`src/inc/lcd_pkg.sv`:
```
package lcd_pkg;

  // ---------------------------------------------------------------
  // timing
  // ---------------------------------------------------------------
  localparam int unsigned CLK_PERIOD_NS = 25;
  localparam int unsigned EXEC_TIME_NS = 18_500;
  localparam int unsigned LONG_TIME_NS = 760_000;
  localparam int unsigned BLINK_TIME_NS = 185_000_000;
  // least times round up, the blink interval is nominal
  localparam int unsigned EXEC_CYC =
    (EXEC_TIME_NS + CLK_PERIOD_NS - 1) / CLK_PERIOD_NS;
  localparam int unsigned LONG_CYC =
    (LONG_TIME_NS + CLK_PERIOD_NS - 1) / CLK_PERIOD_NS;
  localparam int unsigned BLINK_CYC = BLINK_TIME_NS / CLK_PERIOD_NS;
  localparam int BUSY_W = 24;
  localparam int BLINK_W = 24;

  // ---------------------------------------------------------------
  // memory map and codes
  // ---------------------------------------------------------------
  localparam int CHAR_DEPTH = 128;
  localparam int GLYPH_DEPTH = 64;
  localparam logic [7:0] SPACE_CODE = 8'h20;
  localparam logic [6:0] AC_HOME = 7'h00;
  localparam logic [6:0] LINE1_FIRST = 7'h00;
  localparam logic [6:0] LINE1_LAST = 7'h27;
  localparam logic [6:0] LINE2_FIRST = 7'h40;
  localparam logic [6:0] LINE2_LAST = 7'h67;
  localparam logic [6:0] ONE_LINE_LAST = 7'h4F;
  localparam logic [6:0] LINE_LEN_TWO = 7'h28;
  localparam logic [6:0] LINE_LEN_ONE = 7'h50;

  // ---------------------------------------------------------------
  // instruction field positions
  // ---------------------------------------------------------------
  localparam int ENTRY_INC_BIT = 1;
  localparam int ENTRY_SHIFT_BIT = 0;
  localparam int DISP_ON_BIT = 2;
  localparam int CURSOR_ON_BIT = 1;
  localparam int BLINK_ON_BIT = 0;
  localparam int SHIFT_DISP_BIT = 3;
  localparam int SHIFT_RIGHT_BIT = 2;
  localparam int FUNC_WIDTH_BIT = 4;
  localparam int FUNC_LINES_BIT = 3;
  localparam int FUNC_FONT_BIT = 2;

  // ---------------------------------------------------------------
  // reset values
  // ---------------------------------------------------------------
  localparam logic RST_WIDTH_8 = 1'b1;
  localparam logic RST_TWO_LINE = 1'b0;
  localparam logic RST_FONT_11 = 1'b0;
  localparam logic RST_ENTRY_INC = 1'b1;
  localparam logic RST_ENTRY_SHIFT = 1'b0;

  // ---------------------------------------------------------------
  // types
  // ---------------------------------------------------------------
  typedef enum logic [1:0] {
    PORT_PARALLEL = 2'b00,
    PORT_I2C = 2'b01,
    PORT_SPI = 2'b10,
    PORT_NONE = 2'b11
  } host_port_e;

  typedef enum logic [1:0] {
    DUTY_8 = 2'b00,
    DUTY_11 = 2'b01,
    DUTY_16 = 2'b10
  } duty_e;

  typedef enum logic {
    ST_IDLE = 1'b0,
    ST_CLEAR = 1'b1
  } eng_state_e;

  typedef struct packed {
    logic rs;
    logic rw;
    logic [7:0] data;
  } host_req_s;

  typedef struct packed {
    logic panel_on;
    logic cursor_on;
    logic blink_on;
  } disp_ctl_s;

endpackage : lcd_pkg

```
`src/char_lcd_instruction_engine.sv`:
```
`timescale 1ns/1ps
`default_nettype none
module char_lcd_instruction_engine
  import lcd_pkg::*;
#(
  parameter int unsigned LONG_CYCLES = LONG_CYC, // clear/home busy
  parameter int unsigned BLINK_CYCLES = BLINK_CYC // blink half period
) (
  input wire logic core_clk, // core clock
  input wire logic srst, // sync reset
  input wire logic e_pin, // parallel strobe
  input wire logic register_select, // 0 instruction, 1 data
  input wire logic read_write, // 1 read
  input wire logic [7:0] db_in, // data bus in
  output logic [7:0] db_out, // data bus out
  output logic db_oe, // data bus drive enable
  input wire logic serial_chip_select_n, // spi select
  input wire logic serial_in, // spi data
  input wire logic serial_clk, // spi clock
  input wire logic host_port_strap_hi, // port strap
  input wire logic host_port_strap_lo, // port strap
  input wire logic [6:0] scan_col, // column on screen
  input wire logic scan_line, // screen line
  output logic [7:0] scan_code, // char code at scan cell
  output logic scan_solid, // cell shown all lit
  output logic scan_cursor, // cursor at scan cell
  output logic scan_blank, // panel blanked
  output logic busy_flag, // busy
  output logic [6:0] address_counter, // address counter
  output logic bus_width_select, // 1: 8-bit bus
  output duty_e duty, // multiplex duty
  output disp_ctl_s display_ctl, // panel, cursor, blink
  output logic [6:0] shift_offset // display shift
);

  // ---------------------------------------------------------------
  // state
  // ---------------------------------------------------------------
  logic [7:0] char_mem [CHAR_DEPTH];
  logic [7:0] glyph_mem [GLYPH_DEPTH];
  eng_state_e state_q;
  logic [6:0] clr_idx_q;
  logic [BUSY_W-1:0] busy_cnt_q;
  logic [6:0] ac_q;
  logic [6:0] shift_q;
  logic glyph_sel_q;
  logic entry_inc_q;
  logic entry_shift_q;
  logic width_q;
  logic two_line_q;
  logic font_q;
  disp_ctl_s disp_q;
  logic reload_q;
  logic [7:0] read_buf_q;
  logic [7:0] status_q;
  logic busy_q;
  logic blink_phase;
  logic req_valid;
  host_req_s req;

  // ---------------------------------------------------------------
  // host port and blink timer
  // ---------------------------------------------------------------
  host_port u_port (
    .core_clk(core_clk),
    .srst(srst),
    .e_pin(e_pin),
    .register_select(register_select),
    .read_write(read_write),
    .db_in(db_in),
    .serial_chip_select_n(serial_chip_select_n),
    .serial_in(serial_in),
    .serial_clk(serial_clk),
    .host_port_strap_hi(host_port_strap_hi),
    .host_port_strap_lo(host_port_strap_lo),
    .width_8(width_q),
    .status_byte(status_q),
    .data_byte(read_buf_q),
    .db_out_q(db_out),
    .db_oe_q(db_oe),
    .req_valid_q(req_valid),
    .req_q(req)
  );

  blink_timer #(
    .HALF_CYC(BLINK_CYCLES)
  ) u_blink (
    .core_clk(core_clk),
    .srst(srst),
    .enable(disp_q.blink_on),
    .phase_q(blink_phase)
  );

  // ---------------------------------------------------------------
  // decode
  // ---------------------------------------------------------------
  logic accept, wr_instr, wr_data, rd_data;
  logic do_clear, do_home, do_entry, do_disp, do_shift, do_func;
  logic do_glyph, do_char, cur_shift, disp_shift, wr_shift;
  logic [6:0] line_len;

  // busy refuses everything but status reads, which the port answers
  assign accept = req_valid && !busy_q && (req.rs || !req.rw);
  assign wr_instr = accept && !req.rs && !req.rw;
  assign wr_data = accept && req.rs && !req.rw;
  assign rd_data = accept && req.rs && req.rw;

  always_comb begin
    do_clear = 1'b0;
    do_home = 1'b0;
    do_entry = 1'b0;
    do_disp = 1'b0;
    do_shift = 1'b0;
    do_func = 1'b0;
    do_glyph = 1'b0;
    do_char = 1'b0;
    if (wr_instr) begin
      casez (req.data)
        8'b1???_????: do_char = 1'b1;
        8'b01??_????: do_glyph = 1'b1;
        8'b001?_????: do_func = 1'b1;
        8'b0001_????: do_shift = 1'b1;
        8'b0000_1???: do_disp = 1'b1;
        8'b0000_01??: do_entry = 1'b1;
        8'b0000_001?: do_home = 1'b1;
        8'b0000_0001: do_clear = 1'b1;
        default: ;
      endcase
    end
  end

  assign cur_shift = do_shift && !req.data[SHIFT_DISP_BIT];
  assign disp_shift = do_shift && req.data[SHIFT_DISP_BIT];
  assign wr_shift = wr_data && !glyph_sel_q && entry_shift_q;
  assign line_len = two_line_q ? LINE_LEN_TWO : LINE_LEN_ONE;

  // next char address with line wrap
  function automatic logic [6:0] step_char(input logic [6:0] a,
                                           input logic up,
                                           input logic two);
    logic [6:0] r;
    r = up ? a + 7'h01 : a - 7'h01;
    if (two) begin
      if (up && a == LINE1_LAST) r = LINE2_FIRST;
      else if (up && a == LINE2_LAST) r = LINE1_FIRST;
      else if (!up && a == LINE2_FIRST) r = LINE1_LAST;
      else if (!up && a == LINE1_FIRST) r = LINE2_LAST;
    end else begin
      if (up && a == ONE_LINE_LAST) r = LINE1_FIRST;
      else if (!up && a == LINE1_FIRST) r = ONE_LINE_LAST;
    end
    return r;
  endfunction : step_char

  function automatic logic [6:0] step_any(input logic [6:0] a,
                                          input logic up,
                                          input logic two,
                                          input logic glyph);
    logic [5:0] g;
    g = up ? a[5:0] + 6'h01 : a[5:0] - 6'h01;
    return glyph ? {1'b0, g} : step_char(a, up, two);
  endfunction : step_any

  // ---------------------------------------------------------------
  // sequencer and busy
  // ---------------------------------------------------------------
  always_ff @(posedge core_clk) begin
    if (srst) begin // power-on clear under busy
      state_q <= ST_CLEAR;
      clr_idx_q <= 7'h00;
      busy_cnt_q <= BUSY_W'(LONG_CYCLES);
    end else begin
      if (state_q == ST_CLEAR) begin
        clr_idx_q <= clr_idx_q + 7'h01;
        if (clr_idx_q == 7'(CHAR_DEPTH - 1)) begin
          state_q <= ST_IDLE;
        end
      end
      if (do_clear) begin
        state_q <= ST_CLEAR;
        clr_idx_q <= 7'h00;
      end
      if (do_clear || do_home) begin
        busy_cnt_q <= BUSY_W'(LONG_CYCLES);
      end else if (accept && !(req.rw && !req.rs)) begin
        busy_cnt_q <= BUSY_W'(EXEC_CYC);
      end else if (busy_cnt_q != '0) begin
        busy_cnt_q <= busy_cnt_q - BUSY_W'(1);
      end
    end
  end

  always_ff @(posedge core_clk) begin
    if (srst) begin
      busy_q <= 1'b1;
      status_q <= 8'h80;
    end else begin
      busy_q <= state_q == ST_CLEAR || busy_cnt_q > BUSY_W'(1) || accept;
      status_q <= {busy_q, ac_q};
    end
  end

  // ---------------------------------------------------------------
  // memories
  // ---------------------------------------------------------------
  always_ff @(posedge core_clk) begin
    if (state_q == ST_CLEAR) begin
      char_mem[clr_idx_q] <= SPACE_CODE;
    end else if (wr_data && !glyph_sel_q) begin
      char_mem[ac_q] <= req.data;
    end
  end

  always_ff @(posedge core_clk) begin
    if (wr_data && glyph_sel_q) begin
      glyph_mem[ac_q[5:0]] <= req.data;
    end
  end

  // ---------------------------------------------------------------
  // address counter and target
  // ---------------------------------------------------------------
  always_ff @(posedge core_clk) begin
    if (srst) begin
      ac_q <= AC_HOME;
      glyph_sel_q <= 1'b0;
    end else if (do_clear || do_home) begin
      ac_q <= AC_HOME;
      glyph_sel_q <= 1'b0;
    end else if (do_char) begin
      ac_q <= req.data[6:0];
      glyph_sel_q <= 1'b0;
    end else if (do_glyph) begin
      ac_q <= {1'b0, req.data[5:0]};
      glyph_sel_q <= 1'b1;
    end else if (cur_shift) begin
      ac_q <= step_any(ac_q, req.data[SHIFT_RIGHT_BIT], two_line_q,
                       glyph_sel_q);
    end else if (wr_data || rd_data) begin
      ac_q <= step_any(ac_q, entry_inc_q, two_line_q, glyph_sel_q);
    end
  end

  // ---------------------------------------------------------------
  // display shift, counter stays put on the shift instruction but steps on a shifting data write
  // ---------------------------------------------------------------
  logic shift_left, shift_right;
  assign shift_left = (disp_shift && !req.data[SHIFT_RIGHT_BIT]) ||
                      (wr_shift && entry_inc_q);
  assign shift_right = (disp_shift && req.data[SHIFT_RIGHT_BIT]) ||
                       (wr_shift && !entry_inc_q);

  always_ff @(posedge core_clk) begin
    if (srst || do_clear || do_home || do_func) begin
      shift_q <= 7'h00;
    end else if (shift_left) begin
      shift_q <= (shift_q == line_len - 7'h01) ? 7'h00 : shift_q + 7'h01;
    end else if (shift_right) begin
      shift_q <= (shift_q == 7'h00) ? line_len - 7'h01 : shift_q - 7'h01;
    end
  end

  // ---------------------------------------------------------------
  // mode settings
  // ---------------------------------------------------------------
  always_ff @(posedge core_clk) begin
    if (srst) begin
      entry_inc_q <= RST_ENTRY_INC;
      entry_shift_q <= RST_ENTRY_SHIFT;
      disp_q <= '0;
    end else begin
      if (do_clear) begin
        entry_inc_q <= 1'b1;
      end else if (do_entry) begin
        entry_inc_q <= req.data[ENTRY_INC_BIT];
        entry_shift_q <= req.data[ENTRY_SHIFT_BIT];
      end
      if (do_disp) begin
        disp_q <= '{req.data[DISP_ON_BIT], req.data[CURSOR_ON_BIT],
                    req.data[BLINK_ON_BIT]};
      end
    end
  end

  always_ff @(posedge core_clk) begin
    if (srst) begin
      width_q <= RST_WIDTH_8;
      two_line_q <= RST_TWO_LINE;
      font_q <= RST_FONT_11;
    end else if (do_func) begin
      width_q <= req.data[FUNC_WIDTH_BIT];
      two_line_q <= req.data[FUNC_LINES_BIT];
      font_q <= req.data[FUNC_FONT_BIT];
    end
  end

  always_ff @(posedge core_clk) begin
    if (srst) begin
      duty <= DUTY_8;
    end else if (two_line_q) begin
      duty <= DUTY_16; // font ignored
    end else begin
      duty <= font_q ? DUTY_11 : DUTY_8;
    end
  end

  // ---------------------------------------------------------------
  // prefetch register
  // ---------------------------------------------------------------
  // one cycle late so it sees the counter after its update
  always_ff @(posedge core_clk) begin
    if (srst) begin
      reload_q <= 1'b0;
      read_buf_q <= 8'h00;
    end else begin
      reload_q <= do_char || do_glyph || rd_data ||
                  (cur_shift && !glyph_sel_q);
      if (reload_q) begin
        read_buf_q <= glyph_sel_q ? glyph_mem[ac_q[5:0]] : char_mem[ac_q];
      end
    end
  end

  // ---------------------------------------------------------------
  // scan readout
  // ---------------------------------------------------------------
  logic [7:0] pos_sum;
  logic [6:0] pos;
  logic [6:0] scan_addr;
  assign pos_sum = {1'b0, scan_col} + {1'b0, shift_q};
  assign pos = (pos_sum >= {1'b0, line_len}) ?
               7'(pos_sum - {1'b0, line_len}) : pos_sum[6:0];
  assign scan_addr = (two_line_q && scan_line) ? LINE2_FIRST + pos : pos;

  always_ff @(posedge core_clk) begin
    if (srst) begin
      scan_code <= SPACE_CODE;
      scan_solid <= 1'b0;
      scan_cursor <= 1'b0;
      scan_blank <= 1'b1;
    end else begin
      scan_code <= char_mem[scan_addr]; // memory kept while blank
      scan_blank <= !disp_q.panel_on;
      scan_cursor <= disp_q.panel_on && disp_q.cursor_on &&
                     !glyph_sel_q && scan_addr == ac_q;
      scan_solid <= disp_q.panel_on && disp_q.blink_on && blink_phase &&
                    !glyph_sel_q && scan_addr == ac_q;
    end
  end

  // ---------------------------------------------------------------
  // outputs
  // ---------------------------------------------------------------
  assign busy_flag = busy_q;
  assign address_counter = ac_q;
  assign bus_width_select = width_q;
  assign display_ctl = disp_q;
  assign shift_offset = shift_q;

endmodule : char_lcd_instruction_engine
`default_nettype wire

```
`src/blink_timer.sv`:
```
`timescale 1ns/1ps
`default_nettype none
module blink_timer
  import lcd_pkg::*;
#(
  parameter int unsigned HALF_CYC = BLINK_CYC
) (
  input wire logic core_clk, // core clock
  input wire logic srst, // sync reset
  input wire logic enable, // blink on
  output logic phase_q // high: cell shown all lit
);

  logic [BLINK_W-1:0] cnt_q;

  // phase restarts at the stored char whenever blink is off
  always_ff @(posedge core_clk) begin
    if (srst || !enable) begin
      cnt_q <= '0;
      phase_q <= 1'b0;
    end else if (cnt_q == BLINK_W'(HALF_CYC - 1)) begin
      cnt_q <= '0;
      phase_q <= !phase_q;
    end else begin
      cnt_q <= cnt_q + BLINK_W'(1);
    end
  end

endmodule : blink_timer
`default_nettype wire

```
`src/host_port.sv`:
```
`timescale 1ns/1ps
`default_nettype none
module host_port
  import lcd_pkg::*;
(
  input wire logic core_clk, // core clock
  input wire logic srst, // sync reset
  input wire logic e_pin, // parallel strobe
  input wire logic register_select, // 0 instruction, 1 data
  input wire logic read_write, // 1 read
  input wire logic [7:0] db_in, // data bus in
  input wire logic serial_chip_select_n, // spi select
  input wire logic serial_in, // spi data
  input wire logic serial_clk, // spi clock
  input wire logic host_port_strap_hi, // strap
  input wire logic host_port_strap_lo, // strap
  input wire logic width_8, // 8-bit parallel mode
  input wire logic [7:0] status_byte, // busy and counter
  input wire logic [7:0] data_byte, // prefetch register
  output logic [7:0] db_out_q, // data bus out
  output logic db_oe_q, // data bus drive enable
  output logic req_valid_q, // one-cycle request
  output host_req_s req_q // request content
);

  // ---------------------------------------------------------------
  // pin synchronisers
  // ---------------------------------------------------------------
  localparam int PIN_W = 16;
  // select and serial clock idle high; a zero reset would fake an edge
  localparam logic [PIN_W-1:0] PIN_IDLE = 16'h0014;
  logic [PIN_W-1:0] pins_raw;
  logic [PIN_W-1:0] sync1_q;
  logic [PIN_W-1:0] sync2_q;
  logic [PIN_W-1:0] prev_q;

  assign pins_raw = {e_pin, register_select, read_write, db_in,
    serial_chip_select_n, serial_in, serial_clk,
    host_port_strap_hi, host_port_strap_lo};

  always_ff @(posedge core_clk) begin
    if (srst) begin
      sync1_q <= PIN_IDLE;
      sync2_q <= PIN_IDLE;
      prev_q <= PIN_IDLE;
    end else begin
      sync1_q <= pins_raw;
      sync2_q <= sync1_q;
      prev_q <= sync2_q;
    end
  end

  logic e_s, rs_s, rw_s, csn_s, sin_s, sclk_s, e_fall, sclk_rise;
  logic [7:0] db_s;
  host_port_e port;
  logic [7:0] rd_byte;
  assign e_s = sync2_q[15];
  assign rs_s = sync2_q[14];
  assign rw_s = sync2_q[13];
  assign db_s = sync2_q[12:5];
  assign csn_s = sync2_q[4];
  assign sin_s = sync2_q[3];
  assign sclk_s = sync2_q[2];
  assign port = host_port_e'(sync2_q[1:0]);
  assign e_fall = prev_q[15] && !e_s;
  assign sclk_rise = !prev_q[2] && sclk_s;
  assign rd_byte = rs_s ? data_byte : status_byte;

  // ---------------------------------------------------------------
  // receive
  // ---------------------------------------------------------------
  logic nib_q;
  logic [3:0] hold_q;
  logic [2:0] bit_cnt_q;
  logic [6:0] shreg_q;

  always_ff @(posedge core_clk) begin
    if (srst) begin
      nib_q <= 1'b0;
      hold_q <= 4'h0;
      bit_cnt_q <= 3'h0;
      shreg_q <= 7'h00;
      req_valid_q <= 1'b0;
      req_q <= '0;
    end else begin
      req_valid_q <= 1'b0;
      if (port == PORT_PARALLEL && e_fall) begin
        if (width_8) begin
          req_valid_q <= 1'b1;
          req_q <= '{rs_s, rw_s, db_s};
          nib_q <= 1'b0;
        end else if (!nib_q) begin // high nibble first
          hold_q <= db_s[7:4];
          nib_q <= 1'b1;
        end else begin
          req_valid_q <= 1'b1;
          req_q <= '{rs_s, rw_s, {hold_q, db_s[7:4]}};
          nib_q <= 1'b0;
        end
      end
      // serial is write only, msb first
      if (port == PORT_SPI) begin
        if (csn_s) begin
          bit_cnt_q <= 3'h0;
        end else if (sclk_rise) begin
          shreg_q <= {shreg_q[5:0], sin_s};
          bit_cnt_q <= bit_cnt_q + 3'h1;
          if (bit_cnt_q == 3'h7) begin
            req_valid_q <= 1'b1;
            req_q <= '{rs_s, 1'b0, {shreg_q, sin_s}};
          end
        end
      end
    end
  end

  // ---------------------------------------------------------------
  // read drive, parallel only
  // ---------------------------------------------------------------
  always_ff @(posedge core_clk) begin
    if (srst) begin
      db_oe_q <= 1'b0;
      db_out_q <= 8'h00;
    end else begin
      db_oe_q <= (port == PORT_PARALLEL) && e_s && rw_s;
      if (width_8) begin
        db_out_q <= rd_byte;
      end else begin
        db_out_q <= {(nib_q ? rd_byte[3:0] : rd_byte[7:4]), 4'h0};
      end
    end
  end

endmodule : host_port
`default_nettype wire

```
`config.mk`:
```
export PLATFORM = sky130hd
export DESIGN_NAME = char_lcd_instruction_engine
export DESIGN_NICKNAME = d
export VERILOG_FILES = /design/src/inc/lcd_pkg.sv /design/src/char_lcd_instruction_engine.sv /design/src/blink_timer.sv /design/src/host_port.sv
export SDC_FILE = /design/constraint.sdc
export NUM_CORES = 2
export LEC_CHECK = 0
export BUFFER_PORTS_ARGS = -buffer_cell sky130_fd_sc_hd__buf_2
export CAP_MARGIN = 20
export CORE_MARGIN = 2
export CORE_UTILIZATION = 25
export CTS_BUF_LIST = sky130_fd_sc_hd__clkbuf_8 sky130_fd_sc_hd__clkbuf_16
export DETAILED_ROUTE_END_ITERATION = 7
export PLACE_DENSITY = 0.47
export SLEW_MARGIN = 20
export SYNTH_ARGS = -nofsm -noshare
export SYNTH_HDL_FRONTEND = slang
export SYNTH_HIERARCHICAL = 1
export SYNTH_SLANG_ARGS = --single-unit
```
`constraint.sdc`:
```
create_clock -name core_clk -period 6.3 [get_ports core_clk]
set_clock_uncertainty 0.1 [all_clocks]
set_input_delay 0.63 -clock core_clk [delete_from_list [all_inputs] [get_ports core_clk]]
set_output_delay 0.63 -clock core_clk [all_outputs]
set_load 0.01 [all_outputs]
```
==> results.tsv <==
stage	metric	value	unit
synthesis	synth.avg_cell_area	18.1	um^2
synthesis	yosysUniqueCellTypes	83	
layout	layout.nets	4342	
detailed_routing	via_count	43360	
pwr	power_per_cell_area	270	nW/um^2
setup_path	required	6990	ps
timing	hold_viol_final	0	
global_route	gr-total-overflow	0	
cts	cts_tree	done	
setup_path	rr_endpoint	scan_code[4]$_SDFF_PP0_	
setup_path	cp_num_cells	17	
layout	n_fill_cell	29876	
layout	drive_gt1_share	28.3	%
detailed_routing	via_per_inst	5.09	
layout	regArea	49900	um^2
floorplan	io_pins	67	
floorplan	initial_core_util	25.2	%
floorplan	fp.dieW	557	um
synthesis	ys_seq_area_share	65.3	%
timing	max_freq	184	MHz
setup_path	timing.critical_path.from	shift_offset[0]$_SDFFE_PP0P_	
floorplan	std_cell_rows	202	
pwr	leakage	26.4	nW
timing	rsz0062_at_grt	no	
layout	syn_to_final_growth	14.7	%
cts	worstSkewPairLatency	900	ps
synthesis	synth-async-reset-ratio	0	%
detailed_routing	wl	246000	um
floorplan	die_h	557	um
timing	worst_pin_slew	1200	ps
synthesis	synth_fp_nets	4274	
synthesis	syn_inst	4224	
placement	io_buffers	66	
global_route	grt_usage	15.5	%
cts	clockBufferDepth	4	
floorplan	dieArea	310000	um^2
cts	cts_sinks	1723	
timing	drv_slew	0	
global_route	antenna_found_initial	13	
global_route	grt_max_degree	117	
layout	post-route-util	28.9	%
detailed_routing	drtPass1Iterations	6	
timing	finalSetupViolations	0	
setup_path	cp_slowest_stage_delay	670	ps
timing	totalNegativeSetupSlack	0	ps
global_route	grt_pass1_vias	42622	
run	drv_cap	0	
cts	cts_root_buf	clkbuf_16	
cts	cts.clk_slew.worst_paths	70	ps
setup_path	endpoint	scan_code[4]$_SDFF_PP0_	
detailed_routing	drc	0	
timing	slew_headroom	19.5	%
setup_path	cpMaxStageDelayCell	and2_4	
run_status	outcome	finished, final reports clean	
setup_path	r2r_cells	17	
placement	hpwlAfterDp	161000	um
setup_path	endpoint_kind	register	
synthesis	synth-edff-count	1536	
detailed_routing	dr.first_iter.drc_count	5531	
detailed_routing	antenna_left	0	
synthesis	yosysWarnings	6	
setup_path	r2r_start	shift_offset[0]$_SDFFE_PP0P_	
setup_path	crit_family	compound AO/OA/AOI/OAI gates	
synthesis	ys_ff_latch	1723	
synthesis	syn-cell-area	76400	um^2
cts	cts_made_buffers	190	
hold_path	hp-class	primary input to register	
setup_path	arrival	6140	ps
global_route	grt_pass1_wl	345000	um
synthesis	dominantRegCellSynth	edfxtp_1	
setup_path	path_max_fanout	49	
setup_path	worstSetupPathType	register to register	
layout	multi_input_area	25400	um^2
placement	place_congestion	0.870	
setup_path	path_cells	ha_4, inv_1, fa_4, nor2b_1, o21ai_0, a21oi_1, ha_1, nand3b_1, a21boi_1, or3_1, o21ai_4, and2_4, buf_4, a211oi_1, a311oi_1, a31oi_1, nand4_1	
timing	post-route-period-util	86.5	%
floorplan	fp.coreArea	304000	um^2
timing	fin_crit	5450	ps
detailed_routing	wl_per_cell	28.9	um
setup_path	reg2reg_slack	850	ps
setup_path	worst_setup_path_start_kind	register	
setup_path	crit_buf_inv	2	
cts	cts_setup_buffers	0	
cts	cts_max_level	4	
pwr	irDropWorstVdd	0.000215	V
## power breakdown
group | leakage, nW | switching, mW | internal [mW] | total (mW)
combinational | 7.56 | 0.563 | 0.278 | 0.841
clock | 2.94 | 4.64 | 5.83 | 10.5
sequential | 15.9 | 0.0593 | 12.3 | 12.4
total | 26.4 | 5.26 | 18.4 | 23.7
## cell type report
type                            count  share of cell area (%)
Inverter                           27                   0.116
Clock buffer                      192                    5.46
Antenna cell                        9                  0.0257
Sequential cell                  1723                    57.0
Timing Repair Buffer              179                    1.70
Multi-Input combinational cell   2171                    28.9
Clock inverter                    131                   0.982
Tap cell                         4080                    5.83
## stage by stage
step	cells	hold slack (ps)	worst slack (ps)	power [mW]	area, um^2
after floorplan	4224	289	997	13.1	76400
after global placement	8163	312	694	13.4	81800
after detailed placement	8164	295	716	13.4	81800
after CTS	8503	71.9	891	23.9	87600
after global routing	8505	102	493	24.3	87600
final	8512	130	853	23.7	87600
## kinds of logic (layout without fill, tap and decap cells)
| group | Yosys count | in the layout | share of synthesized area, % |
|---|---|---|---|
| DFF | 1723 | 1723 | 65.3 |
| and+or+nand+nor | 932 | 932 | 5.74 |
| muxes | 809 | 809 | 23.1 |
| AOI/OAI and AO/OA | 342 | 342 | 3.02 |
| buffers and inverters | 330 | 529 | 1.72 |
| xor gates and xnor gates | 64 | 64 | 0.734 |
| adders and majority gates | 24 | 24 | 0.413 |
| other | 0 | 9 | 0 |
## layout by cell type, fill, tap and decap left out, types with 12 or more instances in the layout
cell,instances
a31oi_1,37
mux2i_1,44
a211oi_1,45
inv_1,71
xnor2_1,37
or2_2,28
a21boi_0,16
buf_4,77
dlygate4sd3_1,16
or3_1,19
nor3_1,36
buf_2,65
o21ai_0,53
edfxtp_1,1536
nor2_1,314
ha_1,21
clkbuf_16,190
a311oi_1,24
xor2_1,25
nand4_1,17
or4_1,14
a22oi_1,12
clkinv_1,41
a21oi_1,59
buf_12,20
dfxtp_1,174
nor4_1,16
mux4_2,764
nand3_1,75
clkinv_2,25
o22ai_1,15
nand2_1,260
nor2b_1,41
and3_1,36
## routing by layer
metal  share of wire, %  GRT usage, %  up-vias
li1                   -             -    17590
met1                 44          22.1    23536
met2                 46          24.2     1943
met5                  0             0        -
met4                2.3          3.56        0
met3                7.8          3.31      291
## worst reg2reg max path, cell delays in order, from the launching register on
cell	delay [ps]
dfxtp_1	550
ha_4	210
inv_1	50
fa_4	480
nor2b_1	210
o21ai_0	100
a21oi_1	320
ha_1	320
nand3b_1	100
a21boi_1	120
or3_1	500
o21ai_4	530
and2_4	690
buf_4	310
a211oi_1	80
a311oi_1	410
a31oi_1	170
nand4_1	150
## cells in the mapped netlist, drive strengths merged, types with 8 or more instances
master | number | share of area, %
nor3 | 37 | 0.26
or3 | 19 | 0.16
dfxtp | 187 | 4.9
or4 | 14 | 0.14
nor3b | 8 | 0.079
and3 | 36 | 0.29
xor2 | 26 | 0.30
nor2b | 41 | 0.34
mux2i | 44 | 0.58
a22o | 8 | 0.092
a22oi | 12 | 0.12
a21oi | 60 | 0.39
nor4 | 21 | 0.20
a311oi | 24 | 0.28
a211oi | 45 | 0.44
ha | 22 | 0.36
inv | 25 | 0.12
mux4 | 764 | 23
nand2b | 11 | 0.090
nor2 | 317 | 1.6
o22ai | 15 | 0.12
xnor2 | 38 | 0.44
nand4 | 18 | 0.16
o21ai | 57 | 0.37
a31oi | 38 | 0.31
nand3 | 77 | 0.51
nand2 | 265 | 1.3
a21boi | 17 | 0.17
o21a | 8 | 0.079
or2 | 30 | 0.25
and2 | 14 | 0.11
edfxtp | 1536 | 60
buf | 94 | 0.56
clkbuf | 209 | 1.0
## flip-flops by register name (all words and copies together) (netlist names), 8 cells and up, named ones only
signal           cells
glyph_mem          512
char_mem          1024
read_buf_q           8
status_q             8
u_blink/cnt_q       24
u_port/db_out_q      8
u_port/req_q        10
busy_cnt_q          24
scan_code            8
u_port/sync2_q      16
u_port/sync1_q      16
## how the worst min path moves through the flow
stage | from | endpoint | slack, ps | cells after the start
2_1_floorplan | u_port/sync1_q[2]$_SDFF_PP1_ | u_port/sync2_q[2]$_SDFF_PP1_ | 290 | 1
3_3_place_gp | u_port/sync1_q[2]$_SDFF_PP1_ | u_port/sync2_q[2]$_SDFF_PP1_ | 310 | 1
3_5_place_dp | u_port/sync1_q[2]$_SDFF_PP1_ | u_port/sync2_q[2]$_SDFF_PP1_ | 300 | 1
4_1_cts | srst | u_port/sync1_q[14]$_SDFF_PP0_ | 70 | 2
5_1_grt | srst | u_port/sync1_q[14]$_SDFF_PP0_ | 100 | 2
6_report | srst | u_port/sync1_q[14]$_SDFF_PP0_ | 130 | 2
## what timing repair did
item	4_1_cts	5_1_grt
gates resized for setup	0	0
hold endpoints to repair	16	0
hold buffers	16	0
setup endpoints to repair	0	0
(Power assumes the default switching activity.)
